===== config.mk =====
export PLATFORM = sky130hd
export DESIGN_NAME = izs_datapath
export DESIGN_NICKNAME = d
export VERILOG_FILES = /design/src/include/izs_pkg.sv /design/src/verilog/izs_datapath.sv /design/src/verilog/izs_pair_mac.sv
export SDC_FILE = /design/constraint.sdc
export NUM_CORES = 2
export LEC_CHECK = 0
export BUFFER_PORTS_ARGS = -buffer_cell sky130_fd_sc_hd__buf_2
export CORE_MARGIN = 1
export CORE_UTILIZATION = 28
export DETAILED_ROUTE_END_ITERATION = 8
export REMOVE_ABC_BUFFERS = 1
export SLEW_MARGIN = 40
export SYNTH_ARGS = -nofsm -noshare
export SYNTH_HDL_FRONTEND = slang
export SYNTH_SLANG_ARGS = --single-unit

===== constraint.sdc =====
create_clock -name clock_in -period 11.4 [get_ports clock_in]
set_input_delay 1.14 -clock clock_in [delete_from_list [all_inputs] [get_ports clock_in]]
set_output_delay 1.14 -clock clock_in [all_outputs]
set_load 0.01 [all_outputs]

===== src/include/izs_pkg.sv =====
package izs_pkg;

    // sample format
    localparam int SAMPLE_W = 14;
    localparam logic [13:0] MIDSCALE_CODE = 14'h2000;
    localparam logic [13:0] MSB_FLIP      = 14'h2000;

    // half-band geometry: 43 taps, 11 symmetric nonzero pairs
    localparam int TAPS      = 43;
    localparam int PAIRS     = 11;
    localparam int LINE_LEN  = 22;
    localparam int CENTER_IX = 11;
    localparam int COEF_W    = 16;
    localparam int COEF_FRAC = 15;
    localparam int ACC_W     = 36;

    // pair weights in Q15, outermost last; they sum to one half
    localparam logic signed [15:0] PAIR_COEF [PAIRS] = '{
        16'sh517C, -16'sh1A7C, 16'sh0EA6, -16'sh092E, 16'sh0604,
        -16'sh03F2, 16'sh0280, -16'sh0186, 16'sh00DC, -16'sh0064,
        16'sh0004
    };

    // phase of the 4x update clock against the 1x sample clock
    localparam logic [1:0] PH_CAPTURE = 2'h0;
    localparam logic [1:0] PH_LATCH   = 2'h1;
    localparam logic [1:0] PH_EVEN    = 2'h2;
    localparam logic [1:0] PH_EVEN_Z  = 2'h3;
    localparam logic [1:0] PH_RESET   = 2'h0;

    // clock multiplier settle time before lock is reported
    localparam int CLK_PERIOD_PS = 8000;
    localparam int LOCK_TIME_NS  = 1000;
    localparam int LOCK_CYCLES   =
        (LOCK_TIME_NS * 1000 + CLK_PERIOD_PS - 1) / CLK_PERIOD_PS;
    localparam int LOCK_CNT_W    = 8;

    // word handed to the converter core
    typedef struct packed {
        logic        update;
        logic [13:0] code;
    } izs_dac_word_t;

endpackage


===== src/verilog/izs_datapath.sv =====
`timescale 1ns/1ps
// Overview of operation
// - each 14-bit input word is captured at the sample clock edge
// - every captured sample yields exactly two filter output samples
// - response select picks low/high pass; insert enable picks stuffing
// - low-pass response keeps baseband and rejects first image
// - high-pass response rejects baseband and passes upper image
// - without stuffing, each filter output reaches the core at 2x rate
// - with stuffing, the core is updated at 4x the input rate
// - input up to 160 MSPS; core update path up to 400 MSPS
// - sleep input halts conversion and parks the output
// - stuffing inserts midscale after every filter output sample
// - filter is a 43-tap symmetric half-band, zero taps skipped
// - high-pass negates only the center coefficient
module izs_datapath (
    // clock and reset (clock is the 4x core update clock)
    input  wire logic                  clock_in,
    input  wire logic                  rst_in,
    // sample source
    input  wire logic [13:0]           sample_in,
    // mode and power control
    input  wire logic                  filter_response_select_in,
    input  wire logic                  midscale_insert_enable_in,
    input  wire logic                  sleep_in,
    // converter core side
    output izs_pkg::izs_dac_word_t     dac_out,
    // 1x sample clock marker and lock indication
    output logic                       sample_strobe_out,
    output logic                       multiplier_lock_flag_out
);

    logic [1:0]                      phase_q;
    logic signed [13:0]              line_q [izs_pkg::LINE_LEN];
    logic signed [13:0]              odd_d;
    logic signed [13:0]              even_q;
    logic signed [13:0]              odd_q;
    logic signed [13:0]              center_s;
    logic signed [13:0]              even_d;
    logic [izs_pkg::LOCK_CNT_W-1:0]  lock_cnt_q;
    logic                            lock_q;
    izs_pkg::izs_dac_word_t          dac_q;
    logic                            strobe_q;

    // schedule of one input sample, counted in core update edges:
    //   edge c   : phase 0, the word on sample_in enters the delay line
    //   edge c+1 : phase 1, both filter outputs are latched together
    //   edge c+2 : phase 2, the even output goes to the core, update high
    //   edge c+3 : phase 3, midscale when stuffing, else even repeated
    //   edge c+4 : phase 0, the odd output goes out, next word captured
    //   edge c+5 : phase 1, midscale when stuffing, else odd repeated
    // hazards and limits worth knowing:
    //   the filter outputs are latched one edge after the capture, so the
    //   pair adder has a full core cycle to settle from the new line
    //   the outputs of one sample are held in even_q and odd_q for four
    //   edges, which keeps the mux free of any path from the delay line
    //   a mode change lands at the next edge; the first group after it
    //   may mix both modes, so the source treats the modes as static
    //   sleep freezes the phase and the line instead of clearing them,
    //   so the first groups after waking still use the old history
    //   the core sees update low in repeat slots, so a 2x core can use
    //   update as its own load enable without a second clock
    //   without stuffing the core update rate is half the edge rate,
    //   with stuffing it equals the edge rate
    //   reset puts the phase at capture, so the first edge after release
    //   takes a word; the source must have one ready by then
    // phase of the sample clock inside four update cycles; frozen asleep
    always_ff @(posedge clock_in) begin
        if (rst_in) begin
            phase_q <= izs_pkg::PH_RESET;
        end else if (!sleep_in) begin
            phase_q <= phase_q + 2'h1;
        end
    end

    // input latch and delay line, offset binary turned signed
    always_ff @(posedge clock_in) begin
        if (rst_in) begin
            for (int i = 0; i < izs_pkg::LINE_LEN; i++) begin
                line_q[i] <= '0;
            end
        end else if (!sleep_in && phase_q == izs_pkg::PH_CAPTURE) begin
            line_q[0] <= sample_in ^ izs_pkg::MSB_FLIP;
            for (int i = 1; i < izs_pkg::LINE_LEN; i++) begin
                line_q[i] <= line_q[i-1];
            end
        end
    end

    // odd phase of the half-band: pairs only, even taps are zero
    izs_pair_mac u_mac (
        .line_in (line_q),
        .odd_out (odd_d)
    );

    // even phase is the center tap alone; high pass negates it
    assign center_s = line_q[izs_pkg::CENTER_IX];
    always_comb begin
        if (!filter_response_select_in) begin
            even_d = center_s;
        end else if (center_s == -14'sh2000) begin
            even_d = 14'sh1FFF; // clip the one code with no negative
        end else begin
            even_d = -center_s;
        end
    end

    // hold both filter outputs of one input sample
    always_ff @(posedge clock_in) begin
        if (rst_in) begin
            even_q <= '0;
            odd_q  <= '0;
        end else if (!sleep_in && phase_q == izs_pkg::PH_LATCH) begin
            even_q <= even_d;
            odd_q  <= odd_d;
        end
    end

    // output mux: filter sample, then midscale or a repeat
    always_ff @(posedge clock_in) begin
        if (rst_in) begin
            dac_q <= '{update: 1'b0, code: izs_pkg::MIDSCALE_CODE};
        end else if (sleep_in) begin
            dac_q <= '{update: 1'b0, code: izs_pkg::MIDSCALE_CODE};
        end else begin
            unique case (phase_q)
                izs_pkg::PH_EVEN: begin
                    dac_q.code   <= even_q ^ izs_pkg::MSB_FLIP;
                    dac_q.update <= 1'b1;
                end
                izs_pkg::PH_EVEN_Z: begin
                    dac_q.code   <= midscale_insert_enable_in ?
                        izs_pkg::MIDSCALE_CODE :
                        (even_q ^ izs_pkg::MSB_FLIP);
                    dac_q.update <= midscale_insert_enable_in;
                end
                izs_pkg::PH_CAPTURE: begin
                    dac_q.code   <= odd_q ^ izs_pkg::MSB_FLIP;
                    dac_q.update <= 1'b1;
                end
                izs_pkg::PH_LATCH: begin
                    dac_q.code   <= midscale_insert_enable_in ?
                        izs_pkg::MIDSCALE_CODE :
                        (odd_q ^ izs_pkg::MSB_FLIP);
                    dac_q.update <= midscale_insert_enable_in;
                end
            endcase
        end
    end

    // 1x clock marker: registered pulse in the cycle after the capture edge
    always_ff @(posedge clock_in) begin
        if (rst_in) begin
            strobe_q <= 1'b0;
        end else begin
            strobe_q <= !sleep_in && phase_q == izs_pkg::PH_CAPTURE;
        end
    end

    // lock flag rises after the settle count, never drops until reset
    always_ff @(posedge clock_in) begin
        if (rst_in) begin
            lock_cnt_q <= '0;
            lock_q     <= 1'b0;
        end else if (lock_cnt_q ==
                     izs_pkg::LOCK_CNT_W'(izs_pkg::LOCK_CYCLES - 1)) begin
            lock_q <= 1'b1;
        end else begin
            lock_cnt_q <= lock_cnt_q + 1'b1;
        end
    end

    assign dac_out                  = dac_q;
    assign sample_strobe_out        = strobe_q;
    assign multiplier_lock_flag_out = lock_q;

endmodule


===== src/verilog/izs_pair_mac.sv =====
`timescale 1ns/1ps
// odd-phase half-band output: symmetric pairs pre-added, then weighted
module izs_pair_mac (
    // delay line of signed samples, newest at index 0
    input  wire logic signed [13:0] line_in [izs_pkg::LINE_LEN],
    // rounded, saturated odd-phase sample
    output logic signed [13:0]      odd_out
);

    logic signed [izs_pkg::ACC_W-1:0] prod [izs_pkg::PAIRS];
    logic signed [izs_pkg::ACC_W-1:0] acc;
    logic signed [izs_pkg::ACC_W-1:0] rnd;

    // one product per symmetric pair around the center gap
    for (genvar j = 0; j < izs_pkg::PAIRS; j++) begin : g_pair
        logic signed [14:0] psum;
        assign psum = 15'(line_in[izs_pkg::CENTER_IX - 1 - j])
                    + 15'(line_in[izs_pkg::CENTER_IX + j]);
        // widen both operands first so the product keeps every bit
        assign prod[j] = izs_pkg::ACC_W'(psum)
                       * izs_pkg::ACC_W'(izs_pkg::PAIR_COEF[j]);
    end

    // sum, round and clip back to fourteen bits
    always_comb begin
        acc = '0;
        for (int j = 0; j < izs_pkg::PAIRS; j++) begin
            acc = acc + prod[j];
        end
        // weights sum to one half per side, so a full Q15 shift gives unity
        rnd = (acc + (izs_pkg::ACC_W'(1) <<< (izs_pkg::COEF_FRAC - 1)))
              >>> izs_pkg::COEF_FRAC;
        if (rnd > izs_pkg::ACC_W'(8191)) begin
            odd_out = 14'sh1FFF;
        end else if (rnd < -izs_pkg::ACC_W'(8192)) begin
            odd_out = -14'sh2000;
        end else begin
            odd_out = rnd[13:0];
        end
    end

endmodule

Word level (Yosys, flattened, before mapping)
Index checks and enable logic that the tools add are counted.
- output and inout bits: 17
- flip-flop bits (word level): 363
- word-level logic and storage cells: 87
- input bits: 19
- order comparisons: 2
- multiplexer cells: 7
- add/sub/neg operators: 25
- bitwise logic cells: 3
- eq/ne operators: 5
- reduce and logical (&&, ||, !) cells: 5
- $mul: 10
- operators with widths (operator ; number):
    $add 36x36->36 ; 9
    $add 14x14->15 ; 11
    $mux 14 ; 6
    $mul 15x12->27 const B ; 3
    $pmux 15 s4 ; 1
    $mul 15x10->25 const B ; 2
    $add 36x16->36 const B ; 1
    $add 36x17->36 ; 1
    $mul 15x14->29 const B ; 1
    $mul 15x9->24 const B ; 1
    $mul 15x7->22 const B ; 1
    $gt 21x14->1 const B ; 1
    $lt 21x14->1 const B ; 1
    $mul 15x6->21 const B ; 1
    $mul 15x4->19 const B ; 1
    $eq 14x14->1 const B ; 1
    $neg 14->14 ; 1
    $add 8x1->8 const B ; 1
    $eq 8x7->1 const B ; 1
    $eq 2x2->1 const B ; 2
    $not 1->1 ; 3
    $add 2x1->2 const B ; 1
    $eq 2x1->1 const B ; 1
    $logic_and 1x1->1 ; 2
    other kinds (3) ; 3

Depth between registers and ports, before layout
- depth in word-level cells: 16
- depth in mapped cells: 54
- mapped depth without buffers: 53

Modules after synthesis
From an unflattened synthesis, not the netlist that was laid out.
- cell total of the unflattened synthesis: 6035
- area, all modules: 52658.0 um^2
- modules (own cells, without submodules) (module ; area each (um^2) ; times used ; cells an instance):
    izs_pair_mac ; 39893.3 ; 1 ; 4432
    izs_datapath ; 12764.7 ; 1 ; 1603

Worst setup path before layout
Ideal clock, no wire load.
- path kind: register to register
- start: register line_q[99] (netlist name)
- end: register odd_q[10]
- path buffers: 1
- data arrival time: 12.098 ns
- setup slack: -0.779 ns
- library setup time: 0.081 ns
- cell stages (with the launch flop): 51
- cell sequence: dfxtp_1 > ha_1 > a21o_1 > a21oi_1 > o21bai_1 > a21oi_1 > o21bai_1 > a21oi_1 > o21bai_1 > a21oi_1 > o21ai_0 > a21o_1 > a21o_1 > xor2_1 > ha_1 > fa_1 > fa_1 > fa_1 > [15 not listed] > fa_1 > fa_1 > inv_1 > fa_1 > fa_1 > inv_1 > ha_1 > nand4_1 > nor2_1 > a2111oi_2 > o31ai_4 > xnor2_1 > nor3_1 > a31oi_1 > nor2_1 > clkbuf_1 > nand2_1 > a211oi_2
- cells in the longest elaborated chain, start to end: 14
- elaborated cells on any way between the ends: 15
- classes of those cells: add/sub (10); mul (1); order compare (2); mux (2)
- ends and longest elaborated chain (element ; RTL line ; source):
    from (decl) ; izs_datapath.sv:33 ; logic signed [13:0] line_q [izs_pkg::LINE_LEN];
    from (signal, indexed assignment) ; izs_datapath.sv:84 ; line_q[i] <= line_q[i-1];
    $add 14x14->15 * ; izs_pair_mac.sv:18 ; + 15'(line_in[izs_pkg::CENTER_IX + j]);
    $mul 15x12->27 * ; izs_pair_mac.sv:21 ; * izs_pkg::ACC_W'(izs_pkg::PAIR_COEF[j]);
    $add 36x36->36 * (7 in a row) ; izs_pair_mac.sv:28 ; acc = acc + prod[j];
    $add 36x17->36 * ; izs_pair_mac.sv:28 ;
    $add 36x16->36 * ; izs_pair_mac.sv:31 ; rnd = (acc + (izs_pkg::ACC_W'(1) <<< (izs_pkg::COEF_FRAC - 1)))
    $lt 21x14->1 ; izs_pair_mac.sv:35 ; end else if (rnd < -izs_pkg::ACC_W'(8192)) begin
    $mux 14 ; izs_pair_mac.sv:35 ;
    $mux 14 * ; izs_pair_mac.sv:33 ; if (rnd > izs_pkg::ACC_W'(8191)) begin
    to (signal assigned) ; izs_datapath.sv:111 ; odd_q <= '0;
    to (signal assigned) ; izs_datapath.sv:114 ; odd_q <= odd_d;
    to (decl) ; izs_datapath.sv:36 ; logic signed [13:0] odd_q;
Every way passes the cells marked *; elsewhere a longest branch is shown, timed or not.
A chain may end at the register's enable or synchronous reset.

Worst setup path in the final report
- start: register line_q[42] (netlist name)
- end: register odd_q[11]
- cells in the longest elaborated chain, start to end: 10
- elaborated cells on any way between the ends: 11
- classes of those cells: add/sub (6); mul (1); order compare (2); mux (2)
- ends and longest elaborated chain (element ; RTL line):
    $add 14x14->15 * ; izs_pair_mac.sv:18
    $mul 15x9->24 * ; izs_pair_mac.sv:21
    $add 36x36->36 * (3 in a row) ; izs_pair_mac.sv:28
    $add 36x17->36 * ; izs_pair_mac.sv:28
    $add 36x16->36 * ; izs_pair_mac.sv:31
    $lt 21x14->1 ; izs_pair_mac.sv:35
    $mux 14 ; izs_pair_mac.sv:35
    $mux 14 * ; izs_pair_mac.sv:33
Marked as above.

==> results by group <==
Status
  – Status: finished with violations
  – Failing checks: negative setup slack

Timing
  – Max Clock Skew: 0.0408 ns
  – Setup-failing EPs final: 14
  – Tcrit/Tclk final: 106%
  – Hold WS: 0.452 ns
  – Fin. max-slew vios: 0
  – Fmax: 83.0 MHz
  – Final worst setup slack: -0.654 ns
  – Setup TNS Final: -8.83 ns
  – Slew HR: 38.8%
  – RSZ-0062 raised after global routing: yes
  – Final worst path period need: 12.05 ns
  – Least-Margin Pin Slew: 0.918 ns
  – Final Hold Fails: 0

GRT
  – First-pass GRT wire length: 240 mm
  – Grt ovf: 0
  – Largest net degree at the start of global routing: 156
  – Initial antenna violation count: 3
  – Vias in the first global route: 45300
  – Total GRT Usage: 16.2%

Floorplanning
  – Core area: 184000 um^2
  – Total die area: 187000 um^2
  – Die Y: 433 um
  – Die Wd: 433 um
  – Initial Util: 28.3%
  – Row count: 157
  – # IOs: 36

Layout
  – Final instance area: 65200 um^2
  – Finished Layout Cells: 9376
  – Fill count: 18800
  – Fin util: 35.5%
  – Nets: 8471
  – Area grow syn2layout: 25.6%
  – Share of cells above drive strength 1: 20.0%

CTS
  – Post-CTS Hold Fix Bufs: 0
  – Max H-tree Level: 2
  – Worst skew pair latency: 0.64 ns
  – CTS max path bufs: 3
  – CTS tree: done
  – Clock sinks: 363
  – CTS root buf: clkbuf_16
  – Num CTS Buffers: 47
  – Clock-pin slew on the worst setup and hold paths: 0.06 ns

Placed design
  – Pre-CTS setup slack: -1.52 ns
  – Inst Count DP: 9226
  – Placer congestion estimate: 0.921
  – HPWL Detailed: 126 mm
  – Placed Area: 61800 um^2
  – Port buffer count: 35

Power
  – Leak: 33.3 nW
  – Power consumption: 9.99 mW
  – Max VDD drop: 687 uV
  – Cell area power density: 153 nW/um^2

Synthesis
  – Leading area contributor after synthesis: fa_1
  – EDFF count, synth: 0
  – Synth Cell Area: 51900 um^2
  – Async SR Flop Fraction: 0%
  – Post-synthesis cell count: 5925
  – Synth Area per Inst: 8.76 um^2
  – Yosys warns: 0
  – Synth Register Bits: 363
  – Post-synthesis cell type count: 81
  – Post-synth top flop: dfxtp_1
  – Seq/Total Area, Yosys: 14.0%
  – Top cells by area, synth: fa_1, ha_1, dfxtp_1
  – Synth top area share: 25.2%

Drt
  – Final WL: 149 mm
  – Detailed Routing Iterations Pass 1: 5
  – Post-route ant nets: 0
  – Detailed Route Iter0 Violations: 1798
  – DR DRC count: 0
  – DR WL/cell: 15.9 um
  – DR vias: 42200
  – Vias per cell: 4.50

Flow run
  – MaxCap Viol Count: 0

Worst setup path
  – CP max stage cell: fa_2
  – CP Data Arrival Time: 12.57 ns
  – CP Capture Type: flip-flop
  – Worst Setup Start Kind: flip-flop
  – Required time worst endpoint: 11.92 ns
  – Kind of critical path: reg -> reg
  – Crit path largest cell delay: 0.58 ns
  – R2R Setup Slk: -0.65 ns
  – CP Max Fanout: 4
  – Cell mode on critical path: fa_1

Hold path
  – Hold crit path type: reg -> reg
-- what timing repair did --
item,in CTS,in global routing
resized for setup,161,109
endpoints found under the setup margin,14,14
setup buffers,40,23
pin swaps,132,96
cloned,2,0
-- cell usage after synthesis (all sizes together) (20+ instances only) --
master  number
inv       1249
ha         925
nand2      735
fa         654
a21oi      529
dfxtp      363
xnor2      296
nor2       196
clkbuf     121
o21ai      120
xor2       101
a21o        76
o21bai      67
nor3        54
nand3       45
a211oi      42
nand2b      34
nor2b       31
o21a        26
a21boi      21
a31oi       20
-- layout by cell type (no fill, tap or decap), types with 76 or more instances in the layout --
master / instances
inv_1: 1240
buf_4: 975
ha_1: 901
nand2_1: 732
fa_1: 640
a21oi_1: 477
dfxtp_1: 355
xnor2_1: 266
nor2_1: 190
xor2_1: 90
o21ai_0: 79
a21o_1: 76
-- report_power, final --
group	internal (mW)	switching, mW	leakage (nW)
Clock	0.941	0.657	0.787
Sequential	1.30	0.0232	2.93
Combinational	3.23	3.85	29.5
Total	5.47	4.53	33.3
-- state kept, by name (all words and copies together) (netlist names) --
signal,count
lock_cnt_q,8
dac_out,15
sample_strobe_out,1
odd_q,14
multiplier_lock_flag_out,1
line_q,294
even_q,14
phase_q,2
center_s,14
-- critical path: cells and delay by family, from the launching register on --
kind                       cells  cell delay [ns]
adders and majority gates     14             5.92
DFF                            1             0.31
AOI/OAI and AO/OA             17             2.95
xor gates and xnor gates       3             0.44
buffers and inverters         11             1.02
and+or+nand+nor                7             1.29
-- cell families (layout without fill, tap and decap cells) --
kind of cell             after synthesis  count (layout)  synth area share [%]
AO/OA/AOI/OAI                       1002            1002                  11.7
other                                  1               3               0.00722
flip-flops                           363             363                  14.0
multiplexers                          21              21                 0.465
AND/OR/NAND/NOR                     1183            1184                  9.62
buffers and inverters               1379            2363                  9.99
XOR/XNOR                             397             397                  6.70
adder cells (fa/ha/maj)             1579            1579                  47.5
-- final timing paths --
check | startpoint | cells past startpoint | end
max | line_q[42] | 52 | odd_q[11]
max reg2reg | line_q[42] | 52 | odd_q[11]
min reg2reg | multiplier_lock_flag_out | 2 | multiplier_lock_flag_out
min | multiplier_lock_flag_out | 2 | multiplier_lock_flag_out
-- layout make-up --
class                   count  area [um^2]  share of cell area, %
multi-input cells        4185        40700                   62.5
repair buffers           1027         7800                   12.0
flip-flops and latches    363         7280                   11.2
inverters                1249         4690                   7.19
well taps                2464         3080                   4.73
clock buffers              62         1290                   1.98
clock inverters            25          318                  0.487
diodes                      1         2.50                0.00384
-- layer usage --
layer  part of all wire [%]  track usage, %  wire length (um)
met3                    2.8            1.26              4180
met5                      0               0                 0
met2                     48            28.4             71800
met4                    3.7            5.59              5530
met1                     45            20.9             67100
No activity file was read; power rests on OpenSTA's default activity.
